File: config.mk
export PLATFORM = sky130hd
export DESIGN_NAME = ubg_top
export DESIGN_NICKNAME = d
export VERILOG_FILES = /design/src/hw/ubg_pkg.sv /design/src/hw/ubg_baud_gen.sv /design/src/hw/ubg_rx_buffer.sv /design/src/hw/ubg_top.sv
export VERILOG_INCLUDE_DIRS = /design/src /design/src/hw
export SDC_FILE = /design/constraint.sdc
export NUM_CORES = 1
export LEC_CHECK = 0
export BUFFER_PORTS_ARGS = -buffer_cell sky130_fd_sc_hd__buf_2
export CORE_ASPECT_RATIO = 0.9
export CORE_UTILIZATION = 40
export CTS_BUF_LIST = sky130_fd_sc_hd__clkbuf_4 sky130_fd_sc_hd__clkbuf_8
export CTS_CLUSTER_DIAMETER = 40
export DETAILED_ROUTE_END_ITERATION = 12
export GPL_TIMING_DRIVEN = 0
export PLACE_DENSITY_LB_ADDON = 0.25
export SYNTH_ARGS = -nofsm -noshare
export SYNTH_HDL_FRONTEND = slang
export SYNTH_SLANG_ARGS = --single-unit
File: constraint.sdc
create_clock -name CLK -period 3.3 [get_ports CLK]
set_input_delay 0.495 -clock CLK [delete_from_list [all_inputs] [get_ports CLK]]
set_output_delay 0.495 -clock CLK [all_outputs]
set_load 0.02 [all_outputs]
File: src/hw/ubg_defs.svh
// register map, field positions, reset values and divider constants of the serial port baud/data block
// assumes a byte-wide register port and a 20 MHz system clock
//
// Summary of operation
// - the low eight bits of each received character are read from the read-only receive data register, the ninth bit from the receive status register.
// - received characters, ninth bit included, are double buffered so a finished character stays readable while the next one shifts in.
// - transmit data, ninth bit included, is double buffered and a new write is taken once the previous character has begun shifting.
// - a write to the low divisor byte restarts the baud counter at once.
// - a write to the high divisor byte restarts the baud counter at once.
// - with the 8-bit generator selected the high divisor byte is ignored in every mode.
// - the divisor n is the high divisor byte above the low divisor byte.
// - asynchronous, 8-bit, low speed gives a bit rate of clock / (64 (n+1)).
// - asynchronous, 16-bit, low speed gives a bit rate of clock / (16 (n+1)).
// - synchronous mode gives a bit clock of clock / (4 (n+1)) for any width and speed setting.
// - a set generator width bit selects the 16-bit generator, a clear one the 8-bit generator.
// - a set mode bit selects synchronous mode, a clear one asynchronous mode, which picks the baud formula.
`ifndef UBG_DEFS_SVH
`define UBG_DEFS_SVH

`define UBG_ADDR_RX_DATA   3'h0
`define UBG_ADDR_TX_DATA   3'h1
`define UBG_ADDR_DIV_LOW   3'h2
`define UBG_ADDR_DIV_HIGH  3'h3
`define UBG_ADDR_RX_STAT   3'h4
`define UBG_ADDR_TX_STAT   3'h5
`define UBG_ADDR_BAUD_CTL  3'h6

// receive status/control fields
`define UBG_RS_ENABLE      7
`define UBG_RS_NINE        6
`define UBG_RS_SINGLE      5
`define UBG_RS_CONT        4
`define UBG_RS_ADDR_DET    3
`define UBG_RS_FERR        2
`define UBG_RS_OERR        1
`define UBG_RS_BIT9        0
// transmit status/control fields
`define UBG_TS_CLK_SRC     7
`define UBG_TS_NINE        6
`define UBG_TS_ENABLE      5
`define UBG_TS_SYNC        4
`define UBG_TS_BREAK       3
`define UBG_TS_HIGH_SPEED  2
`define UBG_TS_SHIFT_EMPTY 1
`define UBG_TS_BIT9        0
// baud control fields
`define UBG_BC_RX_IDLE     6
`define UBG_BC_POLARITY    4
`define UBG_BC_WIDTH16     3
`define UBG_BC_WAKE        1
`define UBG_BC_AUTO_BAUD   0

`define UBG_BYTE_ZERO      8'h00
`define UBG_CHAR_ZERO      9'h000
`define UBG_DIV_ZERO       16'h0000
`define UBG_PRE_ZERO       6'h00
`define UBG_PRE_ONE        6'h01
// prescaler terminal counts: divide by 64, 16 and 4
`define UBG_PRE_LAST_64    6'h3F
`define UBG_PRE_LAST_16    6'h0F
`define UBG_PRE_LAST_4     6'h03
`define UBG_DIV_ONE        16'h0001
`define UBG_PER_ZERO       24'h00_0000
`define UBG_PER_ONE        24'h00_0001
// clocks per divisor step for each prescale choice, as period-check factors
`define UBG_PER_K64        24'h00_0040
`define UBG_PER_K16        24'h00_0010
`define UBG_PER_K4         24'h00_0004

`endif

File: src/hw/ubg_pkg.sv
// types shared by the serial port baud/data block
// assumes ubg_defs.svh carries all numeric constants
package ubg_pkg;
    typedef logic [7:0] ubg_byte_t;
    typedef logic [8:0] ubg_char_t;
    typedef logic [15:0] ubg_div_t;
    // prescale choice, one-hot
    typedef enum logic [2:0] {
        UBG_RATE_DIV64 = 3'b001,
        UBG_RATE_DIV16 = 3'b010,
        UBG_RATE_DIV4  = 3'b100
    } ubg_rate_t;
endpackage

File: src/hw/ubg_baud_gen.sv
// baud rate generator: divisor counter followed by a mode prescaler
// assumes restart is a one-cycle pulse from the register port
`timescale 1ns/1ps
`include "ubg_defs.svh"
module ubg_baud_gen (
    input  wire logic              clk,
    input  wire logic              rst,
    input  wire logic              restart,
    input  wire ubg_pkg::ubg_div_t divisor,
    input  wire ubg_pkg::ubg_rate_t rate,
    output logic                   tick
);
    import ubg_pkg::*;

    ubg_div_t     div_cnt;
    ubg_div_t     next_div_cnt;
    logic [5:0]   pre_cnt;
    logic [5:0]   next_pre_cnt;
    logic [5:0]   pre_last;
    logic         div_done;

    always_comb begin
        case (rate)
            UBG_RATE_DIV64: pre_last = `UBG_PRE_LAST_64;
            UBG_RATE_DIV16: pre_last = `UBG_PRE_LAST_16;
            UBG_RATE_DIV4:  pre_last = `UBG_PRE_LAST_4;
            default:        pre_last = `UBG_PRE_LAST_64;
        endcase
    end

    // compare with >= so a mode change mid-count cannot run past the limit
    assign div_done = (div_cnt >= divisor);
    assign tick     = div_done && (pre_cnt >= pre_last);

    always_comb begin
        next_div_cnt = div_cnt + `UBG_DIV_ONE;
        next_pre_cnt = pre_cnt;
        if (restart) begin
            next_div_cnt = `UBG_DIV_ZERO;
            next_pre_cnt = `UBG_PRE_ZERO;
        end else if (div_done) begin
            next_div_cnt = `UBG_DIV_ZERO;
            next_pre_cnt = tick ? `UBG_PRE_ZERO : pre_cnt + `UBG_PRE_ONE;
        end
    end

    always_ff @(posedge clk) begin
        if (rst) begin
            div_cnt <= `UBG_DIV_ZERO;
            pre_cnt <= `UBG_PRE_ZERO;
        end else begin
            div_cnt <= next_div_cnt;
            pre_cnt <= next_pre_cnt;
        end
    end

    a_restart_clears: assert property (@(posedge clk) disable iff (rst)
        restart |=> (div_cnt == `UBG_DIV_ZERO && pre_cnt == `UBG_PRE_ZERO))
        else $error("baud counter not restarted");

endmodule // ubg_baud_gen

File: src/hw/ubg_rx_buffer.sv
// receive holding buffer behind the shifter, with overrun detection
// assumes char_valid is a one-cycle pulse from the receive shifter
`timescale 1ns/1ps
`include "ubg_defs.svh"
module ubg_rx_buffer (
    input  wire logic               clk,
    input  wire logic               rst,
    input  wire logic               char_valid,
    input  wire ubg_pkg::ubg_char_t char_data,
    input  wire logic               char_ferr,
    input  wire logic               cont_enable,
    input  wire logic               take,
    output ubg_pkg::ubg_char_t      hold_data,
    output logic                    hold_ferr,
    output logic                    full,
    output logic                    overrun
);
    import ubg_pkg::*;

    ubg_char_t next_hold_data;
    logic      next_hold_ferr;
    logic      next_full;
    logic      next_overrun;
    logic      accept;

    // a character that meets a full buffer is dropped, not written over the unread one
    assign accept = char_valid && (!full || take);

    always_comb begin
        next_hold_data = hold_data;
        next_hold_ferr = hold_ferr;
        next_full      = full && !take;
        next_overrun   = overrun && cont_enable;
        if (accept) begin
            next_hold_data = char_data;
            next_hold_ferr = char_ferr;
            next_full      = 1'b1;
        end
        if (char_valid && full && !take) begin
            next_overrun = 1'b1;
        end
    end

    always_ff @(posedge clk) begin
        if (rst) begin
            hold_data <= `UBG_CHAR_ZERO;
            hold_ferr <= 1'b0;
            full      <= 1'b0;
            overrun   <= 1'b0;
        end else begin
            hold_data <= next_hold_data;
            hold_ferr <= next_hold_ferr;
            full      <= next_full;
            overrun   <= next_overrun;
        end
    end

    a_hold_stable: assert property (@(posedge clk) disable iff (rst)
        (full && !take) |=> $stable(hold_data))
        else $error("held character changed before it was read");

endmodule // ubg_rx_buffer

File: src/hw/ubg_top.sv
// serial port baud generator and double-buffered data registers
// assumes shifters outside: receive pulses RX_CHAR_VALID, transmit pulses TX_TAKE when it starts a character
`timescale 1ns/1ps
`include "ubg_defs.svh"
module ubg_top (
    input  wire logic               CLK,
    input  wire logic               RST,
    input  wire logic [2:0]         ADDR,
    input  wire ubg_pkg::ubg_byte_t WDATA,
    input  wire logic               WR,
    input  wire logic               RD,
    output ubg_pkg::ubg_byte_t      RDATA,
    input  wire logic               RX_CHAR_VALID,
    input  wire ubg_pkg::ubg_char_t RX_CHAR_DATA,
    input  wire logic               RX_CHAR_FERR,
    input  wire logic               RX_IDLE,
    output logic                    RX_BUF_FULL,
    input  wire logic               TX_TAKE,
    input  wire logic               TX_SHIFT_EMPTY,
    output logic                    TX_CHAR_VALID,
    output ubg_pkg::ubg_char_t      TX_CHAR_DATA,
    output logic                    BIT_TICK,
    output logic                    SYNC_MODE
);
    import ubg_pkg::*;

    ////////////////////////////////////////////////////////////////////////////////////////////////
    // register state
    ubg_byte_t div_low;
    ubg_byte_t div_high;
    ubg_byte_t rx_ctl;
    ubg_byte_t tx_ctl;
    ubg_byte_t baud_ctl;
    ubg_char_t tx_buf;
    logic      tx_full;
    ubg_byte_t next_div_low;
    ubg_byte_t next_div_high;
    ubg_byte_t next_rx_ctl;
    ubg_byte_t next_tx_ctl;
    ubg_byte_t next_baud_ctl;
    ubg_char_t next_tx_buf;
    logic      next_tx_full;
    ubg_byte_t next_rdata;

    logic wr_rx_ctl;
    logic wr_tx_data;
    logic wr_div_low;
    logic wr_div_high;
    logic wr_tx_ctl;
    logic wr_baud_ctl;
    logic rd_rx_data;

    assign wr_tx_data  = WR && (ADDR == `UBG_ADDR_TX_DATA);
    assign wr_div_low  = WR && (ADDR == `UBG_ADDR_DIV_LOW);
    assign wr_div_high = WR && (ADDR == `UBG_ADDR_DIV_HIGH);
    assign wr_rx_ctl   = WR && (ADDR == `UBG_ADDR_RX_STAT);
    assign wr_tx_ctl   = WR && (ADDR == `UBG_ADDR_TX_STAT);
    assign wr_baud_ctl = WR && (ADDR == `UBG_ADDR_BAUD_CTL);
    assign rd_rx_data  = RD && (ADDR == `UBG_ADDR_RX_DATA);

    ////////////////////////////////////////////////////////////////////////////////////////////////
    // mode decode and divisor
    logic      width16;
    logic      high_speed;
    ubg_div_t  divisor;
    ubg_rate_t rate;

    assign width16    = baud_ctl[`UBG_BC_WIDTH16];
    assign high_speed = tx_ctl[`UBG_TS_HIGH_SPEED];
    assign SYNC_MODE  = tx_ctl[`UBG_TS_SYNC];
    // high byte forced off with the 8-bit generator
    assign divisor    = width16 ? {div_high, div_low} : {`UBG_BYTE_ZERO, div_low};

    always_comb begin
        if (SYNC_MODE) begin
            rate = UBG_RATE_DIV4;
        end else if (width16 && high_speed) begin
            rate = UBG_RATE_DIV4;
        end else if (width16 || high_speed) begin
            rate = UBG_RATE_DIV16;
        end else begin
            rate = UBG_RATE_DIV64;
        end
    end

    ubg_baud_gen u_baud (
        .clk     (CLK),
        .rst     (RST),
        .restart (wr_div_low || wr_div_high),
        .divisor (divisor),
        .rate    (rate),
        .tick    (BIT_TICK)
    );

    ////////////////////////////////////////////////////////////////////////////////////////////////
    // receive side
    ubg_char_t rx_hold;
    logic      rx_ferr;
    logic      rx_oerr;

    ubg_rx_buffer u_rx (
        .clk         (CLK),
        .rst         (RST),
        .char_valid  (RX_CHAR_VALID),
        .char_data   (RX_CHAR_DATA),
        .char_ferr   (RX_CHAR_FERR),
        .cont_enable (rx_ctl[`UBG_RS_CONT]),
        .take        (rd_rx_data),
        .hold_data   (rx_hold),
        .hold_ferr   (rx_ferr),
        .full        (RX_BUF_FULL),
        .overrun     (rx_oerr)
    );

    ////////////////////////////////////////////////////////////////////////////////////////////////
    // register writes and transmit buffer
    always_comb begin
        next_div_low  = wr_div_low ? WDATA : div_low;
        next_div_high = wr_div_high ? WDATA : div_high;
        next_rx_ctl   = wr_rx_ctl ? WDATA : rx_ctl;
        next_tx_ctl   = wr_tx_ctl ? WDATA : tx_ctl;
        next_baud_ctl = wr_baud_ctl ? WDATA : baud_ctl;
        next_tx_buf   = tx_buf;
        // a write in the same cycle as the shifter takes the old one keeps the buffer full
        next_tx_full  = tx_full && !TX_TAKE;
        if (wr_tx_ctl) begin
            next_tx_buf[8] = WDATA[`UBG_TS_BIT9];
        end
        if (wr_tx_data) begin
            next_tx_buf[7:0] = WDATA;
            next_tx_full     = 1'b1;
        end
    end

    always_ff @(posedge CLK) begin
        if (RST) begin
            div_low  <= `UBG_BYTE_ZERO;
            div_high <= `UBG_BYTE_ZERO;
            rx_ctl   <= `UBG_BYTE_ZERO;
            tx_ctl   <= `UBG_BYTE_ZERO;
            baud_ctl <= `UBG_BYTE_ZERO;
            tx_buf   <= `UBG_CHAR_ZERO;
            tx_full  <= 1'b0;
        end else begin
            div_low  <= next_div_low;
            div_high <= next_div_high;
            rx_ctl   <= next_rx_ctl;
            tx_ctl   <= next_tx_ctl;
            baud_ctl <= next_baud_ctl;
            tx_buf   <= next_tx_buf;
            tx_full  <= next_tx_full;
        end
    end

    assign TX_CHAR_VALID = tx_full;
    assign TX_CHAR_DATA  = tx_buf;

    ////////////////////////////////////////////////////////////////////////////////////////////////
    // read port: data stands one cycle after the strobe, zero otherwise
    always_comb begin
        next_rdata = `UBG_BYTE_ZERO;
        if (RD) begin
            case (ADDR)
                `UBG_ADDR_RX_DATA:  next_rdata = rx_hold[7:0];
                `UBG_ADDR_TX_DATA:  next_rdata = tx_buf[7:0];
                `UBG_ADDR_DIV_LOW:  next_rdata = div_low;
                `UBG_ADDR_DIV_HIGH: next_rdata = div_high;
                `UBG_ADDR_RX_STAT: begin
                    next_rdata = rx_ctl;
                    next_rdata[`UBG_RS_FERR] = rx_ferr;
                    next_rdata[`UBG_RS_OERR] = rx_oerr;
                    next_rdata[`UBG_RS_BIT9] = rx_hold[8];
                end
                `UBG_ADDR_TX_STAT: begin
                    next_rdata = tx_ctl;
                    next_rdata[`UBG_TS_SHIFT_EMPTY] = TX_SHIFT_EMPTY;
                    next_rdata[`UBG_TS_BIT9]        = tx_buf[8];
                end
                `UBG_ADDR_BAUD_CTL: begin
                    next_rdata = baud_ctl;
                    next_rdata[`UBG_BC_RX_IDLE] = RX_IDLE;
                end
                default: next_rdata = `UBG_BYTE_ZERO;
            endcase
        end
    end

    always_ff @(posedge CLK) begin
        if (RST) begin
            RDATA <= `UBG_BYTE_ZERO;
        end else begin
            RDATA <= next_rdata;
        end
    end

    ////////////////////////////////////////////////////////////////////////////////////////////////
    // checking helpers: cycles between bit ticks with settings untouched
    logic [23:0] since_tick;
    logic [23:0] next_since_tick;
    logic        period_ok;
    logic        next_period_ok;
    logic        cfg_write;
    logic [23:0] div_plus;

    assign cfg_write = wr_div_low || wr_div_high || wr_tx_ctl || wr_baud_ctl;
    assign div_plus  = {`UBG_BYTE_ZERO, divisor} + `UBG_PER_ONE;

    always_comb begin
        next_since_tick = (BIT_TICK || cfg_write) ? `UBG_PER_ZERO : since_tick + `UBG_PER_ONE;
        next_period_ok  = cfg_write ? 1'b0 : (BIT_TICK ? 1'b1 : period_ok);
    end

    always_ff @(posedge CLK) begin
        if (RST) begin
            since_tick <= `UBG_PER_ZERO;
            period_ok  <= 1'b0;
        end else begin
            since_tick <= next_since_tick;
            period_ok  <= next_period_ok;
        end
    end

    a_rate_async_64: assert property (@(posedge CLK) disable iff (RST)
        (BIT_TICK && period_ok && !SYNC_MODE && !width16 && !high_speed) |-> (since_tick + `UBG_PER_ONE == div_plus * `UBG_PER_K64))
        else $error("async 8-bit low speed period wrong");
    a_rate_async_w16: assert property (@(posedge CLK) disable iff (RST)
        (BIT_TICK && period_ok && !SYNC_MODE && width16 && !high_speed) |-> (since_tick + `UBG_PER_ONE == div_plus * `UBG_PER_K16))
        else $error("async 16-bit low speed period wrong");
    a_rate_sync_4: assert property (@(posedge CLK) disable iff (RST)
        (BIT_TICK && period_ok && SYNC_MODE) |-> (since_tick + `UBG_PER_ONE == div_plus * `UBG_PER_K4))
        else $error("sync period wrong");
    a_rate_async_hs8: assert property (@(posedge CLK) disable iff (RST)
        (BIT_TICK && period_ok && !SYNC_MODE && !width16 && high_speed) |-> (since_tick + `UBG_PER_ONE == div_plus * `UBG_PER_K16))
        else $error("async 8-bit high speed period wrong");
    a_rate_async_hs16: assert property (@(posedge CLK) disable iff (RST)
        (BIT_TICK && period_ok && !SYNC_MODE && width16 && high_speed) |-> (since_tick + `UBG_PER_ONE == div_plus * `UBG_PER_K4))
        else $error("async 16-bit high speed period wrong");
    a_high_ignored: assert property (@(posedge CLK) disable iff (RST)
        (!width16 && $changed(div_high) && !$past(wr_div_low)) |-> (divisor == {`UBG_BYTE_ZERO, div_low}))
        else $error("high divisor byte used in 8-bit mode");
    a_divisor_pair: assert property (@(posedge CLK) disable iff (RST)
        (wr_div_high && width16 && !wr_baud_ctl && !wr_div_low) |=> (divisor[15:8] == $past(WDATA)))
        else $error("divisor high byte not in upper bits");
    a_width_mode: assert property (@(posedge CLK) disable iff (RST)
        (wr_baud_ctl && !WDATA[`UBG_BC_WIDTH16] && !wr_tx_ctl) |=> (divisor[15:8] == `UBG_BYTE_ZERO))
        else $error("width bit clear still uses high byte");
    a_rx_read_data: assert property (@(posedge CLK) disable iff (RST)
        (rd_rx_data) |=> (RDATA == $past(rx_hold[7:0])))
        else $error("receive data read mismatch");
    a_tx_accept: assert property (@(posedge CLK) disable iff (RST)
        (wr_tx_data) |=> (TX_CHAR_VALID && TX_CHAR_DATA[7:0] == $past(WDATA)))
        else $error("transmit write not taken");
    // the shortest restarted period is four cycles, so no tick may follow within three
    a_high_restart: assert property (@(posedge CLK) disable iff (RST)
        (wr_div_high) |=> !BIT_TICK [*3])
        else $error("high byte write did not restart");

    c_rx_overrun: cover property (@(posedge CLK) disable iff (RST) RX_CHAR_VALID && RX_BUF_FULL && !rd_rx_data);
    c_tx_back_to_back: cover property (@(posedge CLK) disable iff (RST) TX_TAKE ##1 wr_tx_data);
    c_tick_sync: cover property (@(posedge CLK) disable iff (RST) BIT_TICK && period_ok && SYNC_MODE);
    c_tick_async64: cover property (@(posedge CLK) disable iff (RST) BIT_TICK && period_ok && rate == UBG_RATE_DIV64);

endmodule // ubg_top

==> results.tsv <==
stage	metric	value	unit
worst_setup_path	critical_path_class	register to primary output	
logic_synthesis	syn_area_per_cell	8.78	sq um
clock_network	cts.sinks	86	
drt	dr.pass1.iters	4	
drt	ant_nets	0	
drt	viasPerCell	5.24	
global_routing	grt_pass1_vias	3403	
cells_and_area	antennaDiodeCount	0	
drt	drc	0	
logic_synthesis	synth_edf_count	0	
clock_network	clock_latency	0.36	ns
worst_setup_path	crit_fanout	10	
timing	rsz0062_at_grt	no	
clock_network	cts_max_level	3	
clock_network	ctsRootBufferMaster	clkbuf_8	
timing	clock.fmax	319	MHz
worst_setup_path	slowest_delay	0.41	ns
worst_setup_path	r2r_setup_slack	0.52	ns
placed_design	io_buffers	47	
timing	fin_crit_sh	94.9	%
floorplan	die_y	98.6	um
floorplan	die_w	109	um
placed_design	hpwl	7950	um
drt	vias	3476	
timing	finalHoldViolations	0	
placed_design	dp_slack	0.276	ns
pwr	leakage	2.05	nW
worst_setup_path	cp-start-kind	register	
worst_setup_path	cp_top_family	adder cells	
timing	tightest_slew	0.607	ns
clock_network	cts_buffers	9	
logic_synthesis	syn_inst	473	
timing	setup_viol	0	
placed_design	post_dp_cell_area	0.00454	sq mm
timing	setup_slack	0.169	ns
cells_and_area	syn2layout_area_growth	15.2	%
logic_synthesis	synthFlopType	dfxtp_1	
global_routing	grt_pass1_wl	17200	um
drt	wl_per_cell	15.8	um
global_routing	overflow	0	
logic_synthesis	ys_seq_area_share	41.5	%
worst_setup_path	cp_common_cell	ha_1	
clock_network	cts_hold_buf	0	
worst_setup_path	crit_buf_inv	3	
hold_path	min_path_type	primary input to register	
global_routing	antenna_found_initial	0	
outcome	status	complete, no violations	
worst_setup_path	slowest_stage	dfxtp_1	
floorplan	io_pins	50	
timing	fin_setup_tns	0	ns
pwr	power.total	2.12	mW
floorplan	rows	34	
floorplan	start_util	42.1	%
placed_design	gp_congestion	0.864	
logic_synthesis	synth_warnings	0	
pwr	swShare	23.9	%
cells_and_area	drive_above_1_share	16.6	%
logic_synthesis	async_reset_ff_share	0	%
logic_synthesis	ys_types	49	
global_routing	grt_start_max_net_pins	14	
drt	drt-total-wl	10500	um
cells_and_area	fin_area	0.00478	sq mm
pwr	power_frac_seq	51.1	%
clock_network	cts.path.max_buffers	2	
logic_synthesis	synth_area	0.00415	sq mm
job	drv_cap	0	
timing	maxSlewHeadroom	59.4	%
drt	drt-initial-drc-count	195	
cells_and_area	final_cell_mix	dfxtp_1, nand2_1, nor2_1	
pwr	power_density	444	mW/mm^2
worst_setup_path	crit_arrival	2.64	ns
clock_network	cts_tree	yes	
clock_network	clk_pin_slew	0.09	ns
timing	skew	0.0137	ns
floorplan	die-area	0.0108	sq mm
pwr	combPwrFrac	9.5	%
cells_and_area	final_common_cell	dfxtp_1	
worst_setup_path	cp-end-kind	primary output	
cells_and_area	final_nets	585	
logic_synthesis	ys_seq_elements	86	
floorplan	core	0.00987	sq mm
worst_setup_path	cp.required	2.80	ns
pwr	ir_worst_vdd	0.209	mV
timing	fin_crit	3.13	ns
timing	slew_violations	0	
pwr	p_switching	507	uW
worst_setup_path	crit_chain	buf_4 > inv_1 > ha_1 > nor3b_1 > or2_2 > ha_1 > a21o_1 > a21oi_1 > o21a_1 > nor2_1 > buf_2	
pwr	p_int	1.62	mW
pwr	power.share.clock	39.5	%
logic_synthesis	synth.net_count	526	
global_routing	grt_usage	20.8	%
==> state kept, by name, summed over array words and instances (netlist names), 5 cells and up <==
signal and cells:
u_baud.pre_cnt 6, u_rx.hold_data 9, tx_ctl 7, div_high 8, RDATA 8, TX_CHAR_DATA 8, baud_ctl 7, rx_ctl 5
div_low 8, u_baud.div_cnt 16
==> layout make-up <==
| class | instances | area, sq um |
|---|---|---|
| clock buffer | 13 | 160 |
| inverter | 12 | 45.0 |
| sequential | 86 | 1720 |
| fill | 957 | 5090 |
| buffer | 21 | 100 |
| multi-input combinational | 354 | 2290 |
| clock inverter | 3 | 67.6 |
| tap | 126 | 158 |
| timing repair buffer | 48 | 243 |
==> worst register-to-register path, cell delays in order, from the launching register on <==
cell	delay [ns]
dfxtp_1	0.41
buf_4	0.21
inv_1	0.06
ha_1	0.30
nor3b_1	0.05
or2_2	0.29
ha_1	0.28
a21o_1	0.10
a21oi_1	0.07
o21a_1	0.19
buf_4	0.14
o21ai_0	0.36
o21ba_2	0.22
==> metal layers <==
metal / vias to the layer above / part of all wire, % / wire length [um] / track usage [%]
li1: 1747 / - / - / -
met1: 1638 / 51 / 5380 / 29.9
met2: 79 / 43 / 4460 / 31.3
met3: 12 / 4.8 / 504 / 4.30
met4: 0 / 1.4 / 148 / 6.26
met5: - / 0 / 0 / 0
==> Yosys cell counts (3+ instances only) <==
cell | n | share of area [%]
buf_2 | 5 | 0.60
and3_1 | 5 | 0.75
nor2b_1 | 7 | 1.1
o21a_1 | 3 | 0.54
or3_1 | 4 | 0.60
ha_1 | 24 | 7.2
inv_1 | 12 | 1.1
nand3_1 | 12 | 1.4
nor2_1 | 66 | 6.0
dfxtp_1 | 86 | 41
nand4_1 | 3 | 0.45
xnor2_1 | 5 | 1.1
clkbuf_1 | 10 | 0.90
mux2i_1 | 41 | 9.9
a21o_1 | 3 | 0.54
o21ai_0 | 11 | 1.3
xor2_1 | 11 | 2.3
mux4_2 | 5 | 2.7
nand2_1 | 76 | 6.9
a21oi_1 | 40 | 4.8
nand2b_1 | 3 | 0.45
buf_1 | 4 | 0.36
a22oi_1 | 5 | 0.90
==> path summary, 6_finish.rpt <==
| kind | from | to | cells after the start |
|---|---|---|---|
| worst min register to register | div_low[7]$_SDFFE_PP0P_ | div_low[7]$_SDFFE_PP0P_ | 2 |
| worst min-delay path | RX_CHAR_DATA[0] | u_rx.hold_data[0]$_SDFFE_PP0P_ | 3 |
| worst max-delay path | baud_ctl[3]$_SDFFE_PP0P_ | BIT_TICK | 11 |
| worst max register to register | baud_ctl[3]$_SDFFE_PP0P_ | u_baud.pre_cnt[3]$_SDFFE_PP0P_ | 12 |
==> metrics by stage <==
step / std cells / util, % / hold slack (ns)
final: 663 / 48.5 / 0.369
after global routing: 663 / 48.5 / 0.359
after CTS: 662 / 48.4 / 0.356
after detailed placement: 646 / 46.0 / 0.448
after global placement: 646 / 46.0 / 0.442
after floorplan: 473 / - / 0.436
==> power groups by stage <==
| stage | Sequential (mW) | Combinational [mW] | Clock, mW |
|---|---|---|---|
| floorplan | 1.11 | 0.127 | 0 |
| global placement | 1.11 | 0.196 | 0 |
| detailed placement | 1.11 | 0.199 | 0 |
| CTS | 1.08 | 0.200 | 0.857 |
| global route | 1.09 | 0.222 | 0.899 |
| finish | 1.08 | 0.201 | 0.837 |
==> repair_timing <==
action                     CTS  global route
gates resized for setup      1             3
setup endpoints to repair    1             1
setup buffers                0             1
pin swaps                    0             1
==> kinds of logic after synthesis <==
family / Yosys count / synth area share, %
simple gates: 189 / 19.9
flops: 86 / 41.5
compound gates: 78 / 11.8
mux: 47 / 12.9
buf+inv: 33 / 3.41
fa+ha+maj: 24 / 7.23
xor+xnor: 16 / 3.38
No activity file was read; power rests on OpenSTA's default activity.
